[src/hw/asx_defines.svh]
// Offsets, field positions and reset values for the arithmetic status block.
// Assumes an Avalon-MM slave with word addressing in bytes, 32-bit data.
`ifndef ASX_DEFINES_SVH
`define ASX_DEFINES_SVH

// Register byte offsets
`define ASX_OFF_STAT_X 4'h0
`define ASX_OFF_STAT_Y 4'h4
`define ASX_OFF_STKY_X 4'h8
`define ASX_OFF_STKY_Y 4'hC
`define ASX_OFF_CTRL 4'h0

// Arithmetic status fields
`define ASX_B_ALU_ZERO 0
`define ASX_B_ALU_OVF 1
`define ASX_B_ALU_NEG 2
`define ASX_B_ALU_CARRY 3
`define ASX_B_ALU_XSIGN 4
`define ASX_B_ALU_INV 5
`define ASX_B_MUL_NEG 6
`define ASX_B_MUL_OVF 7
`define ASX_B_MUL_UNF 8
`define ASX_B_MUL_INV 9
`define ASX_B_ALU_FLOAT 10
`define ASX_B_SH_OVF 11
`define ASX_B_SH_ZERO 12
`define ASX_B_SH_SIGN 13
`define ASX_B_SH_FIFO 14
`define ASX_B_CMP_LO 24
`define ASX_B_CMP_HI 31

// Sticky fields
`define ASX_S_ALU_UNF 0
`define ASX_S_ALU_FOVF 1
`define ASX_S_ALU_XOVF 2
`define ASX_S_ALU_INV 5
`define ASX_S_MUL_XOVF 6
`define ASX_S_MUL_FOVF 7
`define ASX_S_MUL_UNF 8
`define ASX_S_MUL_INV 9

// Reset values
`define ASX_STAT_RST 32'h0000_0000
`define ASX_STKY_RST 32'h0000_0000

`endif

[src/hw/asx_pkg.sv]
// Types for the arithmetic status and exception block.
// Assumes nothing beyond the defines header.
package asx_pkg;
  // Exception vector index within the group of four
  typedef enum logic [1:0] {
    ASX_VEC_FIXED_OVF = 2'h0,
    ASX_VEC_FLOAT_OVF = 2'h1,
    ASX_VEC_FLOAT_UNF = 2'h2,
    ASX_VEC_FLOAT_INV = 2'h3
  } asx_vec_t;
  typedef logic [31:0] asx_word_t;
endpackage

[src/hw/asx_flags.sv]
// Arithmetic status, sticky status and exception request logic for two elements.
// Assumes unit flag inputs are one-cycle results valid with their op strobes,
// and an Avalon-MM master that holds requests until waitrequest is low.
`timescale 1ns/1ps
`include "asx_defines.svh"

module asx_flags #(
  parameter int NPE = 2
) (
  // Clock and reset
  input wire logic clk_i,
  input wire logic rstn_i,
  // Avalon-MM slave
  input wire logic [3:0] avs_address_i,
  input wire logic avs_read_i,
  input wire logic avs_write_i,
  input wire logic [31:0] avs_writedata_i,
  input wire logic [3:0] avs_byteenable_i,
  output logic [31:0] avs_readdata_o,
  output logic avs_waitrequest_o,
  // Mode
  input wire logic simd_en_i,
  // ALU result flags, bit 0 = element x, bit 1 = element y
  input wire logic [NPE-1:0] alu_op_i,
  input wire logic [NPE-1:0] alu_float_i,
  input wire logic [NPE-1:0] alu_zero_i,
  input wire logic [NPE-1:0] alu_ovf_i,
  input wire logic [NPE-1:0] alu_neg_i,
  input wire logic [NPE-1:0] alu_carry_i,
  input wire logic [NPE-1:0] alu_xsign_i,
  input wire logic [NPE-1:0] alu_inv_i,
  input wire logic [NPE-1:0] alu_cmp_i,
  input wire logic [NPE-1:0] alu_cmp_gt_i,
  // Multiplier result flags
  input wire logic [NPE-1:0] mul_op_i,
  input wire logic [NPE-1:0] mul_float_i,
  input wire logic [NPE-1:0] mul_neg_i,
  input wire logic [NPE-1:0] mul_ovf_i,
  input wire logic [NPE-1:0] mul_unf_i,
  input wire logic [NPE-1:0] mul_inv_i,
  // Shifter result flags
  input wire logic [NPE-1:0] sh_op_i,
  input wire logic [NPE-1:0] sh_ovf_i,
  input wire logic [NPE-1:0] sh_zero_i,
  input wire logic [NPE-1:0] sh_sign_i,
  input wire logic [NPE-1:0] sh_fifo_i,
  // Exception requests to the sequencer, indexed by asx_pkg::asx_vec_t
  input wire logic [3:0] exc_enable_i,
  output logic [3:0] exc_req_o
);
  import asx_pkg::*;

  logic [31:0] stat_q [NPE];
  logic [31:0] stky_q [NPE];
  logic [3:0] exc_q [NPE];
  logic [3:0] exc_req_q;
  logic [31:0] rdata_q;
  logic ack_q;
  logic wait_q;

  // One wait cycle per access keeps the read path registered
  logic req;
  logic acc;
  assign req = avs_read_i | avs_write_i;
  assign acc = req & ~ack_q;

  logic [31:0] bmask;
  always_comb begin
    for (int b = 0; b < 4; b++) begin
      bmask[b*8 +: 8] = {8{avs_byteenable_i[b]}};
    end
  end

  always_ff @(posedge clk_i or negedge rstn_i) begin
    if (!rstn_i) begin
      ack_q <= 1'b0;
    end else begin
      ack_q <= acc;
    end
  end

  // Waitrequest has its own flop so the pin never sees an inverter
  always_ff @(posedge clk_i or negedge rstn_i) begin
    if (!rstn_i) begin
      wait_q <= 1'b1;
    end else begin
      wait_q <= ~acc;
    end
  end

  genvar p;
  generate
    for (p = 0; p < NPE; p++) begin : g_pe
      logic wr_stat;
      logic wr_stky;
      logic act_y;
      logic [31:0] stat_d;
      logic [31:0] stky_set;
      logic [31:0] wval_stat;
      logic [31:0] wval_stky;
      // Element y only reports while SIMD is on
      assign act_y = (p == 0) | simd_en_i;
      assign wr_stat = avs_write_i & ack_q &
                       (avs_address_i == (p == 0 ? `ASX_OFF_STAT_X : `ASX_OFF_STAT_Y));
      assign wr_stky = avs_write_i & ack_q &
                       (avs_address_i == (p == 0 ? `ASX_OFF_STKY_X : `ASX_OFF_STKY_Y));
      assign wval_stat = (stat_q[p] & ~bmask) | (avs_writedata_i & bmask);
      assign wval_stky = (stky_q[p] & ~bmask) | (avs_writedata_i & bmask);

      always_comb begin
        stat_d = stat_q[p];
        stky_set = 32'h0000_0000;
        if (alu_op_i[p] & act_y) begin
          stat_d[`ASX_B_ALU_ZERO] = alu_zero_i[p];
          stat_d[`ASX_B_ALU_OVF] = alu_ovf_i[p];
          stat_d[`ASX_B_ALU_NEG] = alu_neg_i[p];
          stat_d[`ASX_B_ALU_CARRY] = alu_carry_i[p] & ~alu_float_i[p];
          stat_d[`ASX_B_ALU_XSIGN] = alu_xsign_i[p];
          stat_d[`ASX_B_ALU_INV] = alu_inv_i[p] & alu_float_i[p];
          stat_d[`ASX_B_ALU_FLOAT] = alu_float_i[p];
          // compare history shifts in newest at top
          if (alu_cmp_i[p]) begin
            stat_d[`ASX_B_CMP_HI:`ASX_B_CMP_LO] =
              {alu_cmp_gt_i[p], stat_q[p][`ASX_B_CMP_HI:`ASX_B_CMP_LO+1]};
          end
          stky_set[`ASX_S_ALU_UNF] = alu_zero_i[p] & alu_float_i[p];
          stky_set[`ASX_S_ALU_FOVF] = alu_ovf_i[p] & alu_float_i[p];
          stky_set[`ASX_S_ALU_XOVF] = alu_ovf_i[p] & ~alu_float_i[p];
          stky_set[`ASX_S_ALU_INV] = alu_inv_i[p] & alu_float_i[p];
        end
        if (mul_op_i[p] & act_y) begin
          stat_d[`ASX_B_MUL_NEG] = mul_neg_i[p];
          stat_d[`ASX_B_MUL_OVF] = mul_ovf_i[p];
          stat_d[`ASX_B_MUL_UNF] = mul_unf_i[p];
          stat_d[`ASX_B_MUL_INV] = mul_inv_i[p] & mul_float_i[p];
          stky_set[`ASX_S_MUL_XOVF] = mul_ovf_i[p] & ~mul_float_i[p];
          stky_set[`ASX_S_MUL_FOVF] = mul_ovf_i[p] & mul_float_i[p];
          stky_set[`ASX_S_MUL_UNF] = mul_unf_i[p];
          stky_set[`ASX_S_MUL_INV] = mul_inv_i[p] & mul_float_i[p];
        end
        if (sh_op_i[p] & act_y) begin
          stat_d[`ASX_B_SH_OVF] = sh_ovf_i[p];
          stat_d[`ASX_B_SH_ZERO] = sh_zero_i[p];
          stat_d[`ASX_B_SH_SIGN] = sh_sign_i[p];
          stat_d[`ASX_B_SH_FIFO] = sh_fifo_i[p];
        end
      end

      // commit next cycle, software write wins
      always_ff @(posedge clk_i or negedge rstn_i) begin
        if (!rstn_i) begin
          stat_q[p] <= `ASX_STAT_RST;
        end else if (wr_stat) begin
          stat_q[p] <= wval_stat;
        end else begin
          stat_q[p] <= stat_d;
        end
      end

      // sticky is held OR new; no clear on return
      always_ff @(posedge clk_i or negedge rstn_i) begin
        if (!rstn_i) begin
          stky_q[p] <= `ASX_STKY_RST;
        end else if (wr_stky) begin
          stky_q[p] <= wval_stky;
        end else begin
          stky_q[p] <= stky_q[p] | stky_set;
        end
      end

      always_ff @(posedge clk_i or negedge rstn_i) begin
        if (!rstn_i) begin
          exc_q[p] <= 4'h0;
        end else begin
          exc_q[p][ASX_VEC_FIXED_OVF] <= stky_set[`ASX_S_ALU_XOVF] | stky_set[`ASX_S_MUL_XOVF];
          exc_q[p][ASX_VEC_FLOAT_OVF] <= stky_set[`ASX_S_ALU_FOVF] | stky_set[`ASX_S_MUL_FOVF];
          exc_q[p][ASX_VEC_FLOAT_UNF] <= stky_set[`ASX_S_ALU_UNF] | stky_set[`ASX_S_MUL_UNF];
          exc_q[p][ASX_VEC_FLOAT_INV] <= stky_set[`ASX_S_ALU_INV] | stky_set[`ASX_S_MUL_INV];
        end
      end
    end
  endgenerate

  // OR of elements, one line per vector, two cycles late
  always_ff @(posedge clk_i or negedge rstn_i) begin
    if (!rstn_i) begin
      exc_req_q <= 4'h0;
    end else begin
      exc_req_q <= (exc_q[0] | exc_q[1]) & exc_enable_i;
    end
  end
  assign exc_req_o = exc_req_q;

  // Read data registered in the wait cycle; unmapped reads give zero
  always_ff @(posedge clk_i or negedge rstn_i) begin
    if (!rstn_i) begin
      rdata_q <= 32'h0000_0000;
    end else if (acc & avs_read_i) begin
      unique case (avs_address_i)
        `ASX_OFF_STAT_X: rdata_q <= stat_q[0];
        `ASX_OFF_STAT_Y: rdata_q <= stat_q[1];
        `ASX_OFF_STKY_X: rdata_q <= stky_q[0];
        `ASX_OFF_STKY_Y: rdata_q <= stky_q[1];
        default: rdata_q <= 32'h0000_0000;
      endcase
    end
  end
  assign avs_readdata_o = rdata_q;
  assign avs_waitrequest_o = wait_q;

  // Assertions
  logic sw_wr;
  assign sw_wr = avs_write_i & ack_q;
  chk_stky_hold: assert property (@(posedge clk_i) disable iff (!rstn_i)
    $past(stky_q[0][`ASX_S_ALU_XOVF]) && !$past(sw_wr)
    |-> stky_q[0][`ASX_S_ALU_XOVF]) else $error("sticky bit dropped");
  chk_alu_fix_stky: assert property (@(posedge clk_i) disable iff (!rstn_i)
    alu_op_i[0] && alu_ovf_i[0] && !alu_float_i[0] && !sw_wr
    |=> stky_q[0][`ASX_S_ALU_XOVF]) else $error("fixed overflow sticky missing");
  chk_mul_stky: assert property (@(posedge clk_i) disable iff (!rstn_i)
    mul_op_i[0] && mul_unf_i[0] && !sw_wr
    |=> stky_q[0][`ASX_S_MUL_UNF]) else $error("mul underflow sticky missing");
  chk_alu_float: assert property (@(posedge clk_i) disable iff (!rstn_i)
    alu_op_i[0] && !sw_wr
    |=> stat_q[0][`ASX_B_ALU_FLOAT] == $past(alu_float_i[0])) else $error("float marker wrong");
  chk_alu_zero: assert property (@(posedge clk_i) disable iff (!rstn_i)
    alu_op_i[0] && !sw_wr
    |=> stat_q[0][`ASX_B_ALU_ZERO] == $past(alu_zero_i[0])) else $error("zero flag wrong");
  chk_alu_ovf: assert property (@(posedge clk_i) disable iff (!rstn_i)
    alu_op_i[0] && !sw_wr
    |=> stat_q[0][`ASX_B_ALU_OVF] == $past(alu_ovf_i[0])) else $error("overflow flag wrong");
  chk_alu_neg: assert property (@(posedge clk_i) disable iff (!rstn_i)
    alu_op_i[0] && !sw_wr
    |=> stat_q[0][`ASX_B_ALU_NEG] == $past(alu_neg_i[0])) else $error("negative flag wrong");
  chk_alu_carry: assert property (@(posedge clk_i) disable iff (!rstn_i)
    alu_op_i[0] && !sw_wr |=> stat_q[0][`ASX_B_ALU_CARRY] ==
    $past(alu_carry_i[0] && !alu_float_i[0])) else $error("carry flag wrong");
  chk_alu_inv: assert property (@(posedge clk_i) disable iff (!rstn_i)
    alu_op_i[0] && !sw_wr |=> stat_q[0][`ASX_B_ALU_INV] ==
    $past(alu_inv_i[0] && alu_float_i[0])) else $error("invalid flag wrong");
  chk_cmp_newest: assert property (@(posedge clk_i) disable iff (!rstn_i)
    alu_op_i[0] && alu_cmp_i[0] && !sw_wr
    |=> stat_q[0][`ASX_B_CMP_HI] == $past(alu_cmp_gt_i[0])) else $error("compare newest wrong");
  chk_cmp_age: assert property (@(posedge clk_i) disable iff (!rstn_i)
    alu_op_i[0] && alu_cmp_i[0] && !sw_wr
    |=> stat_q[0][30:24] == $past(stat_q[0][31:25])) else $error("compare history wrong");
  chk_flt_ovf_stky: assert property (@(posedge clk_i) disable iff (!rstn_i)
    alu_op_i[0] && alu_ovf_i[0] && alu_float_i[0] && !sw_wr
    |=> stky_q[0][`ASX_S_ALU_FOVF]) else $error("float overflow sticky missing");
  chk_alu_unf_stky: assert property (@(posedge clk_i) disable iff (!rstn_i)
    alu_op_i[0] && alu_zero_i[0] && alu_float_i[0] && !sw_wr
    |=> stky_q[0][`ASX_S_ALU_UNF]) else $error("underflow sticky missing");
  chk_alu_inv_stky: assert property (@(posedge clk_i) disable iff (!rstn_i)
    alu_op_i[0] && alu_inv_i[0] && alu_float_i[0] && !sw_wr
    |=> stky_q[0][`ASX_S_ALU_INV]) else $error("invalid sticky missing");
  chk_mul_ovf: assert property (@(posedge clk_i) disable iff (!rstn_i)
    mul_op_i[0] && !sw_wr
    |=> stat_q[0][`ASX_B_MUL_OVF] == $past(mul_ovf_i[0])) else $error("mul overflow wrong");
  chk_mul_unf: assert property (@(posedge clk_i) disable iff (!rstn_i)
    mul_op_i[0] && !sw_wr
    |=> stat_q[0][`ASX_B_MUL_UNF] == $past(mul_unf_i[0])) else $error("mul underflow wrong");
  chk_mul_fix_stky: assert property (@(posedge clk_i) disable iff (!rstn_i)
    mul_op_i[0] && mul_ovf_i[0] && !mul_float_i[0] && !sw_wr
    |=> stky_q[0][`ASX_S_MUL_XOVF]) else $error("mul fixed sticky missing");
  chk_mul_inv_stky: assert property (@(posedge clk_i) disable iff (!rstn_i)
    mul_op_i[0] && mul_inv_i[0] && mul_float_i[0] && !sw_wr
    |=> stky_q[0][`ASX_S_MUL_INV]) else $error("mul invalid sticky missing");
  chk_sh_zero: assert property (@(posedge clk_i) disable iff (!rstn_i)
    sh_op_i[0] && !sw_wr
    |=> stat_q[0][`ASX_B_SH_ZERO] == $past(sh_zero_i[0])) else $error("shift zero wrong");
  chk_sh_ovf: assert property (@(posedge clk_i) disable iff (!rstn_i)
    sh_op_i[0] && !sw_wr
    |=> stat_q[0][`ASX_B_SH_OVF] == $past(sh_ovf_i[0])) else $error("shift overflow wrong");
  chk_sh_sign: assert property (@(posedge clk_i) disable iff (!rstn_i)
    sh_op_i[0] && !sw_wr
    |=> stat_q[0][`ASX_B_SH_SIGN] == $past(sh_sign_i[0])) else $error("shift sign wrong");
  chk_y_gated: assert property (@(posedge clk_i) disable iff (!rstn_i)
    !simd_en_i && !sw_wr |=> stat_q[1] == $past(stat_q[1]) &&
    stky_q[1] == $past(stky_q[1])) else $error("element y moved outside SIMD");
  chk_y_exc: assert property (@(posedge clk_i) disable iff (!rstn_i)
    simd_en_i && alu_op_i[1] && alu_ovf_i[1] && alu_float_i[1] && exc_enable_i[1]
    ##1 exc_enable_i[1] |=> exc_req_o[1]) else $error("element y exception lost");
  chk_stky_keep_x: assert property (@(posedge clk_i) disable iff (!rstn_i)
    !$past(sw_wr) |-> (stky_q[0] & $past(stky_q[0])) == $past(stky_q[0]))
    else $error("sticky x cleared by hardware");
  chk_stky_keep_y: assert property (@(posedge clk_i) disable iff (!rstn_i)
    !$past(sw_wr) |-> (stky_q[1] & $past(stky_q[1])) == $past(stky_q[1]))
    else $error("sticky y cleared by hardware");
  chk_req_enabled: assert property (@(posedge clk_i) disable iff (!rstn_i)
    exc_req_o[1] |-> $past(exc_enable_i[1])) else $error("masked exception raised");
  chk_unf_route: assert property (@(posedge clk_i) disable iff (!rstn_i)
    alu_op_i[0] && alu_zero_i[0] && alu_float_i[0] && exc_enable_i[2]
    ##1 exc_enable_i[2] |=> exc_req_o[2]) else $error("underflow not routed");
  chk_inv_route: assert property (@(posedge clk_i) disable iff (!rstn_i)
    mul_op_i[0] && mul_inv_i[0] && mul_float_i[0] && exc_enable_i[3]
    ##1 exc_enable_i[3] |=> exc_req_o[3]) else $error("invalid not routed");
  chk_stat_wr: assert property (@(posedge clk_i) disable iff (!rstn_i)
    sw_wr && avs_address_i == `ASX_OFF_STAT_X && avs_byteenable_i[3]
    |=> stat_q[0][31:24] == $past(avs_writedata_i[31:24])) else $error("status write lost");
  chk_wait_one: assert property (@(posedge clk_i) disable iff (!rstn_i)
    !avs_waitrequest_o |=> avs_waitrequest_o) else $error("waitrequest low too long");
  chk_exc_delay: assert property (@(posedge clk_i) disable iff (!rstn_i)
    alu_op_i[0] && alu_ovf_i[0] && !alu_float_i[0] && exc_enable_i[0]
    ##1 exc_enable_i[0] |=> exc_req_o[0]) else $error("exception not raised");
  chk_no_shift_exc: assert property (@(posedge clk_i) disable iff (!rstn_i)
    ($past(alu_op_i, 2) == 2'b00) && ($past(mul_op_i, 2) == 2'b00)
    |-> exc_req_o == 4'h0) else $error("exception without ALU or mul");
  chk_sw_wins: assert property (@(posedge clk_i) disable iff (!rstn_i)
    avs_write_i && ack_q && avs_address_i == `ASX_OFF_STKY_X && avs_byteenable_i[0]
    |=> stky_q[0][7:0] == $past(avs_writedata_i[7:0])) else $error("write lost");
  cov_exc: cover property (@(posedge clk_i) disable iff (!rstn_i) exc_req_o != 4'h0);
  cov_simd_y: cover property (@(posedge clk_i) disable iff (!rstn_i)
    simd_en_i && alu_op_i[1] && alu_ovf_i[1]);
  cov_clear: cover property (@(posedge clk_i) disable iff (!rstn_i)
    avs_write_i && ack_q && avs_address_i == `ASX_OFF_STKY_Y);
  cov_cmp: cover property (@(posedge clk_i) disable iff (!rstn_i)
    alu_op_i[0] && alu_cmp_i[0]);
endmodule

[config.mk]
export PLATFORM = sky130hd
export DESIGN_NAME = asx_flags
export DESIGN_NICKNAME = d
export VERILOG_FILES = /design/src/hw/asx_pkg.sv /design/src/hw/asx_flags.sv
export VERILOG_INCLUDE_DIRS = /design/src /design/src/hw
export SDC_FILE = /design/constraint.sdc
export NUM_CORES = 1
export LEC_CHECK = 0
export BUFFER_PORTS_ARGS = -buffer_cell sky130_fd_sc_hd__buf_2
export CAP_MARGIN = 40
export CORE_MARGIN = 2
export CORE_UTILIZATION = 55
export DETAILED_ROUTE_END_ITERATION = 7
export GPL_ROUTABILITY_DRIVEN = 1
export GPL_TIMING_DRIVEN = 0
export PLACE_DENSITY = 0.76
export SLEW_MARGIN = 20
export SYNTH_ARGS = -nofsm -noshare
export SYNTH_HDL_FRONTEND = slang
export SYNTH_SLANG_ARGS = --single-unit
[constraint.sdc]
create_clock -name clk_i -period 1.7 [get_ports clk_i]
set_input_delay 0.34 -clock clk_i [delete_from_list [all_inputs] [get_ports clk_i]]
set_output_delay 0.34 -clock clk_i [all_outputs]
set_load 0.02 [all_outputs]
# After elaboration in Yosys (flattened, before gate mapping)
# Cells that the tools add are included.
# Widths: inputs -> output; s select.
# totals
in_bits	91
wordCells	110
ff_bits	174
output_inout_bits	37
# classes
reduce_logical	11
eq_ne	3
n_bitwise	55
mux	23
# op_table
op	count
$and 32x32->32	5
$mux 32	4
$or 32x32->32	4
$pmux 32 s4	1
$or 32x10->32	2
$mux 8	4
$not 32->32	1
$and 1x1->1	26
$mux 4	6
$reduce_bool 2->1	8
$mux 6	2
$or 1x1->1	9
$eq 4x4->1 const B	2
$mux 3	2
$not 1->1	6
$and 4x4->4	1
$eq 4x3->1 const B	1
$logic_not 4->1	1
$mux 1	4
$or 4x4->4	1
$reduce_and 2->1	2

# Logic depth before layout (Yosys ltp)
# depth
depth_word	5
ltp_mapped	7
mapped_depth_nobuf	4

# Worst setup path before layout
# No wires, ideal clock.
# synth_timing
kind	input port to flip-flop
from	input avs_address_i[2]
to	register rdata_q[6], in the netlist avs_readdata_o[6]
t_required_ns	1.579
t_arrival_ns	1.543
setup_ns	0.121
setup_slack_ns	0.036
path_buffers	2
path_stages	4
path_cell_list	buf_2 -> buf_2 -> mux4_2 -> a22o_1
# synth_between
elab_chain_len	2
elab_cells_between_ends	5
cone_classes	eq/ne: 3; mux: 1; reduce/logical: 1
# synth_lines
element	line	rtl
start, declared	asx_flags.sv:14	input wire logic [3:0] avs_address_i,
$eq 4x4->1, or another cell as far along	asx_flags.sv:199	unique case (avs_address_i)
$pmux 32 s4 *	asx_flags.sv:199	
end signal, assigned	asx_flags.sv:200	`ASX_OFF_STAT_X: rdata_q <= stat_q[0];
end signal, assigned	asx_flags.sv:201	`ASX_OFF_STAT_Y: rdata_q <= stat_q[1];
end signal, assigned	asx_flags.sv:202	`ASX_OFF_STKY_X: rdata_q <= stky_q[0];
end, declared	asx_flags.sv:57	logic [31:0] rdata_q;
# Every way passes the cells marked *; elsewhere a longest branch is shown, timed or not.
# A chain may end at the register's enable or synchronous reset.

# Worst setup path in the final report
# layout_timing
from	register ack_q
to	register stky_q[15] in the netlist's numbering
# layout_between
elab_chain_len	3
# layout_lines
element	line	rtl
start, declared	asx_flags.sv:58	logic ack_q;
start signal, assigned	asx_flags.sv:76	ack_q <= 1'b0;
start signal, assigned	asx_flags.sv:78	ack_q <= acc;
$and 1x1->1	-	
$and 1x1->1	asx_flags.sv:105	assign wr_stky = avs_write_i & ack_q &
$mux 32	asx_flags.sv:164	end else if (wr_stky) begin
end signal, assigned by index	asx_flags.sv:163	stky_q[p] <= `ASX_STKY_RST;
end signal, assigned by index	asx_flags.sv:165	stky_q[p] <= wval_stky;
end signal, assigned by index	asx_flags.sv:167	stky_q[p] <= stky_q[p] | stky_set;
end, declared	asx_flags.sv:54	logic [31:0] stky_q [NPE];
# Every way passes these cells.

==> out/summary.txt <==
=================================================================================
Area after detailed placement                                        0.008841 sq mm
Share of post-route cells with drive strength above 1                      43.65%
Number of global-route vias before repair                                   6,317
Largest voltage drop on the vdd net                                      768.8 uV
Hold Path Origin                                                     exc_enable_i[0]
Ordered cell list for the critical path                              nand4bb_4 -> buf_6 -> nor2_4 -> buf_12 -> nand2_4 -> mux2_1
Final Cycle Share                                                          100.4%
Pin count of the biggest net entering global routing                          106
Total power                                                              10.45 mW
Ports placed on the boundary                                                  128
Worst setup path class                                                    reg2reg
Depth of the worst hold-timing path                                             2
Class of the tightest hold or removal check                                in2reg
Violations in the final reports                                      setup timing
Starting density of the core                                               55.49%
Post-synth net total                                                          709
Crit path max fanout                                                           10
DRC Markers                                                                     0
RSZ-0062 raised after global routing                                         true
Max_cap viols                                                                   0
First-pass detailed-route iteration total                                       5
Share of synthesized registers carrying an async set or reset              100.0%
Data required time of the critical path                                   2.01 ns
Buffering stage count on the worst path with inverters included                 2
Worst endpoint data arrival time                                          2.02 ns
Placeable core region                                                0.01437 sq mm
Post-layout min period                                                   1.707 ns
Number of buffers on the longest clock path                                     2
Mean area per synthesized cell                                        12.90 sq um
Synth Warn #                                                                    0
Number of cells in the design after placement                                 923
Static power due to leakage                                              4.547 nW
Cell depth of the worst setup path                                              6
Syn Inst Count                                                                618
Biggest area consumer among synthesized cells                             dfrtp_1
Distinct cell type count of the synthesized netlist                            50
Aggregate negative setup slack                                       -0.007010 ns
Flop and latch count out of synthesis                                         174
Number of cells on the worst reg-to-reg path                                    6
Worst-case headroom to the max-slew limit                                  47.83%
Sequential element share of the synthesized area                           54.63%
Num rows                                                                       44
Area of all placed cells without fillers                             0.009773 sq mm
Setup WS post-layout                                                 -0.007010 ns
Slew at the pin with the worst max-slew slack                           0.7825 ns
Ratio of routed vias to standard cells                                      6.558
Antenna violations before repair                                                1
Input/output buffers                                                          120
Final standard cell count with taps included and fillers excluded             963
Power density over cell area                                         1069 mW/mm^2
Number of max-slew violations in the final report                               0
Clock insertion delay at the later pin of the skew report                 0.44 ns
Hold violation total from the final report                                      0
FF-to-FF Start                                                              ack_q
Crit end category                                                        register
HPWL Detailed                                                            15.30 mm
TritonCTS clock tree                                                          yes
Cell family with most CP delay                                       simple AND/OR/NAND/NOR gates
Via count                                                                   6,315
Finished Core Util                                                         68.02%
Routed wire per std cell                                                 23.51 um
Maximum frequency from static timing analysis                           585.8 MHz
H-tree depth reported by CTS                                                    4
Largest stage delay on the critical path                                  0.41 ns
Clock buffers created by TritonCTS                                             17
Startpoint of the worst setup timing path                                   ack_q
Run status                                                           finished, violations left
Die span in x                                                            124.4 um
Register clock-pin slew on the reported worst setup and hold paths        0.06 ns
Area delta synth->final                                                    22.58%
Cell Area, Synth                                                     0.007973 sq mm
Dominant register cell in the synthesized netlist                         dfrtp_1
Crit path launch type                                                    register
Number of enable-type register cells in the synthesized netlist                 0
Final ANT Viol Nets                                                             0
Clock tree skew after final layout                                    0.004882 ns
Setup-failing EPs final                                                         1
Final global-route overflow total                                               0
Critical-path cell with the highest stage delay                           dfrtp_1
Fin nets                                                                      857
Synth top area share                                                       54.30%
Inserted Diodes                                                                 0
Global-route wire length before repair                                   34.89 mm
DR iter-0 viols                                                               664
Number of clock sinks seen by CTS                                             174
Full die area                                                        0.01548 sq mm
Clk root buf                                                            clkbuf_16
Cell types with the largest area share after synthesis               dfrtp_1 54%, mux2_2 9.2%, mux2i_1 4.4%, mux4_2 4.2%, o221a_2 3.8%
Worst Setup Slack post-DPL                                             -0.4810 ns
Placer's final routability congestion estimate                             0.9629
Overall global routing resource usage                                      29.46%
Total routed wirelength                                                  22.64 mm
Final hold slack                                                        0.1117 ns
Die Span Y                                                               124.4 um
=================================================================================
==> report_power, final <==
part           internal (mW)  total, mW  switching [mW]
Sequential              4.61       4.90           0.283
Clock                   2.39       4.05            1.66
Combinational          0.743       1.50           0.760
Total                   7.75       10.5            2.70
==> cell families after synthesis <==
logic type | share of synthesized area [%]
buffers and inverters | 2.448
AND/OR/NAND/NOR | 8.522
multiplexers | 17.95
flip-flops | 54.63
AO/OA/AOI/OAI | 16.45
==> cells in the final DEF, fill, tap and decap left out, types with 4 or more instances in the layout <==
cell       instances
o221a_2           27
a22o_1            32
mux4_2            15
nor2_4             4
mux2_2            65
o21a_1            10
dfrtp_1          173
clkbuf_1           8
a311oi_1           4
nand2_4            5
mux2i_1           35
nand3b_1           5
nor2_1            11
buf_6              4
or3_1             12
buf_4             13
nand2_1           17
o22ai_1           32
nand2b_1           9
a21oi_1           27
nand2_2           10
nor3_2             4
nand3_1           13
inv_1              8
buf_2            130
o22a_1            15
clkbuf_16         17
==> timing repair <==
item,in CTS,in global routing
pin swaps,2,2
resized for setup,39,26
hold endpoints to repair,69,0
setup endpoints to repair,129,94
hold buffers,1,0
cloned,0,1
buffers inserted,3,5
==> final cells by class <==
type | count | area (sq um)
flip-flops and latches | 174 | 4355
clock inverters | 13 | 162.7
multi-input cells | 401 | 3603
well taps | 184 | 230.2
fillers | 1027 | 4596
inverters | 8 | 30.03
plain buffers | 33 | 212.7
repair buffers | 131 | 725.7
clock buffers | 19 | 452.9
==> layer usage <==
layer  track usage, %  share of wire (%)
met2            45.87                 47
met5                0              0.031
met1            38.88                 40
met3            7.861                9.6
met4            13.75                3.5
==> synth_stat cells (all sizes together), types with 2 or more instances <==
cell    instances
dfrtp         173
mux2           66
mux2i          35
a21oi          32
a22o           32
nand2          32
o22ai          32
o221a          27
buf            21
nor2           17
nand3          16
mux4           15
o22a           15
clkbuf         14
or3            12
nand2b         10
o21a           10
nor3            9
inv             8
nand3b          5
a311oi          4
o21ai           4
nand4           3
nor3b           3
o211ai          3
o221ai          3
or2             3
a21o            2
nand4b          2
o21bai          2
==> final timing paths <==
check / to / slack, ns
setup / recovery: stky_q[15] / -0.007
hold / removal: exc_req_o[0] / 0.11
setup reg to reg: stky_q[15] / -0.007
hold reg to reg: exc_req_o[3] / 0.46
max in group asynchronous: async pin / 0.33
min in group asynchronous: stky_q[36] / 0.44
(Power assumes the default switching activity.)
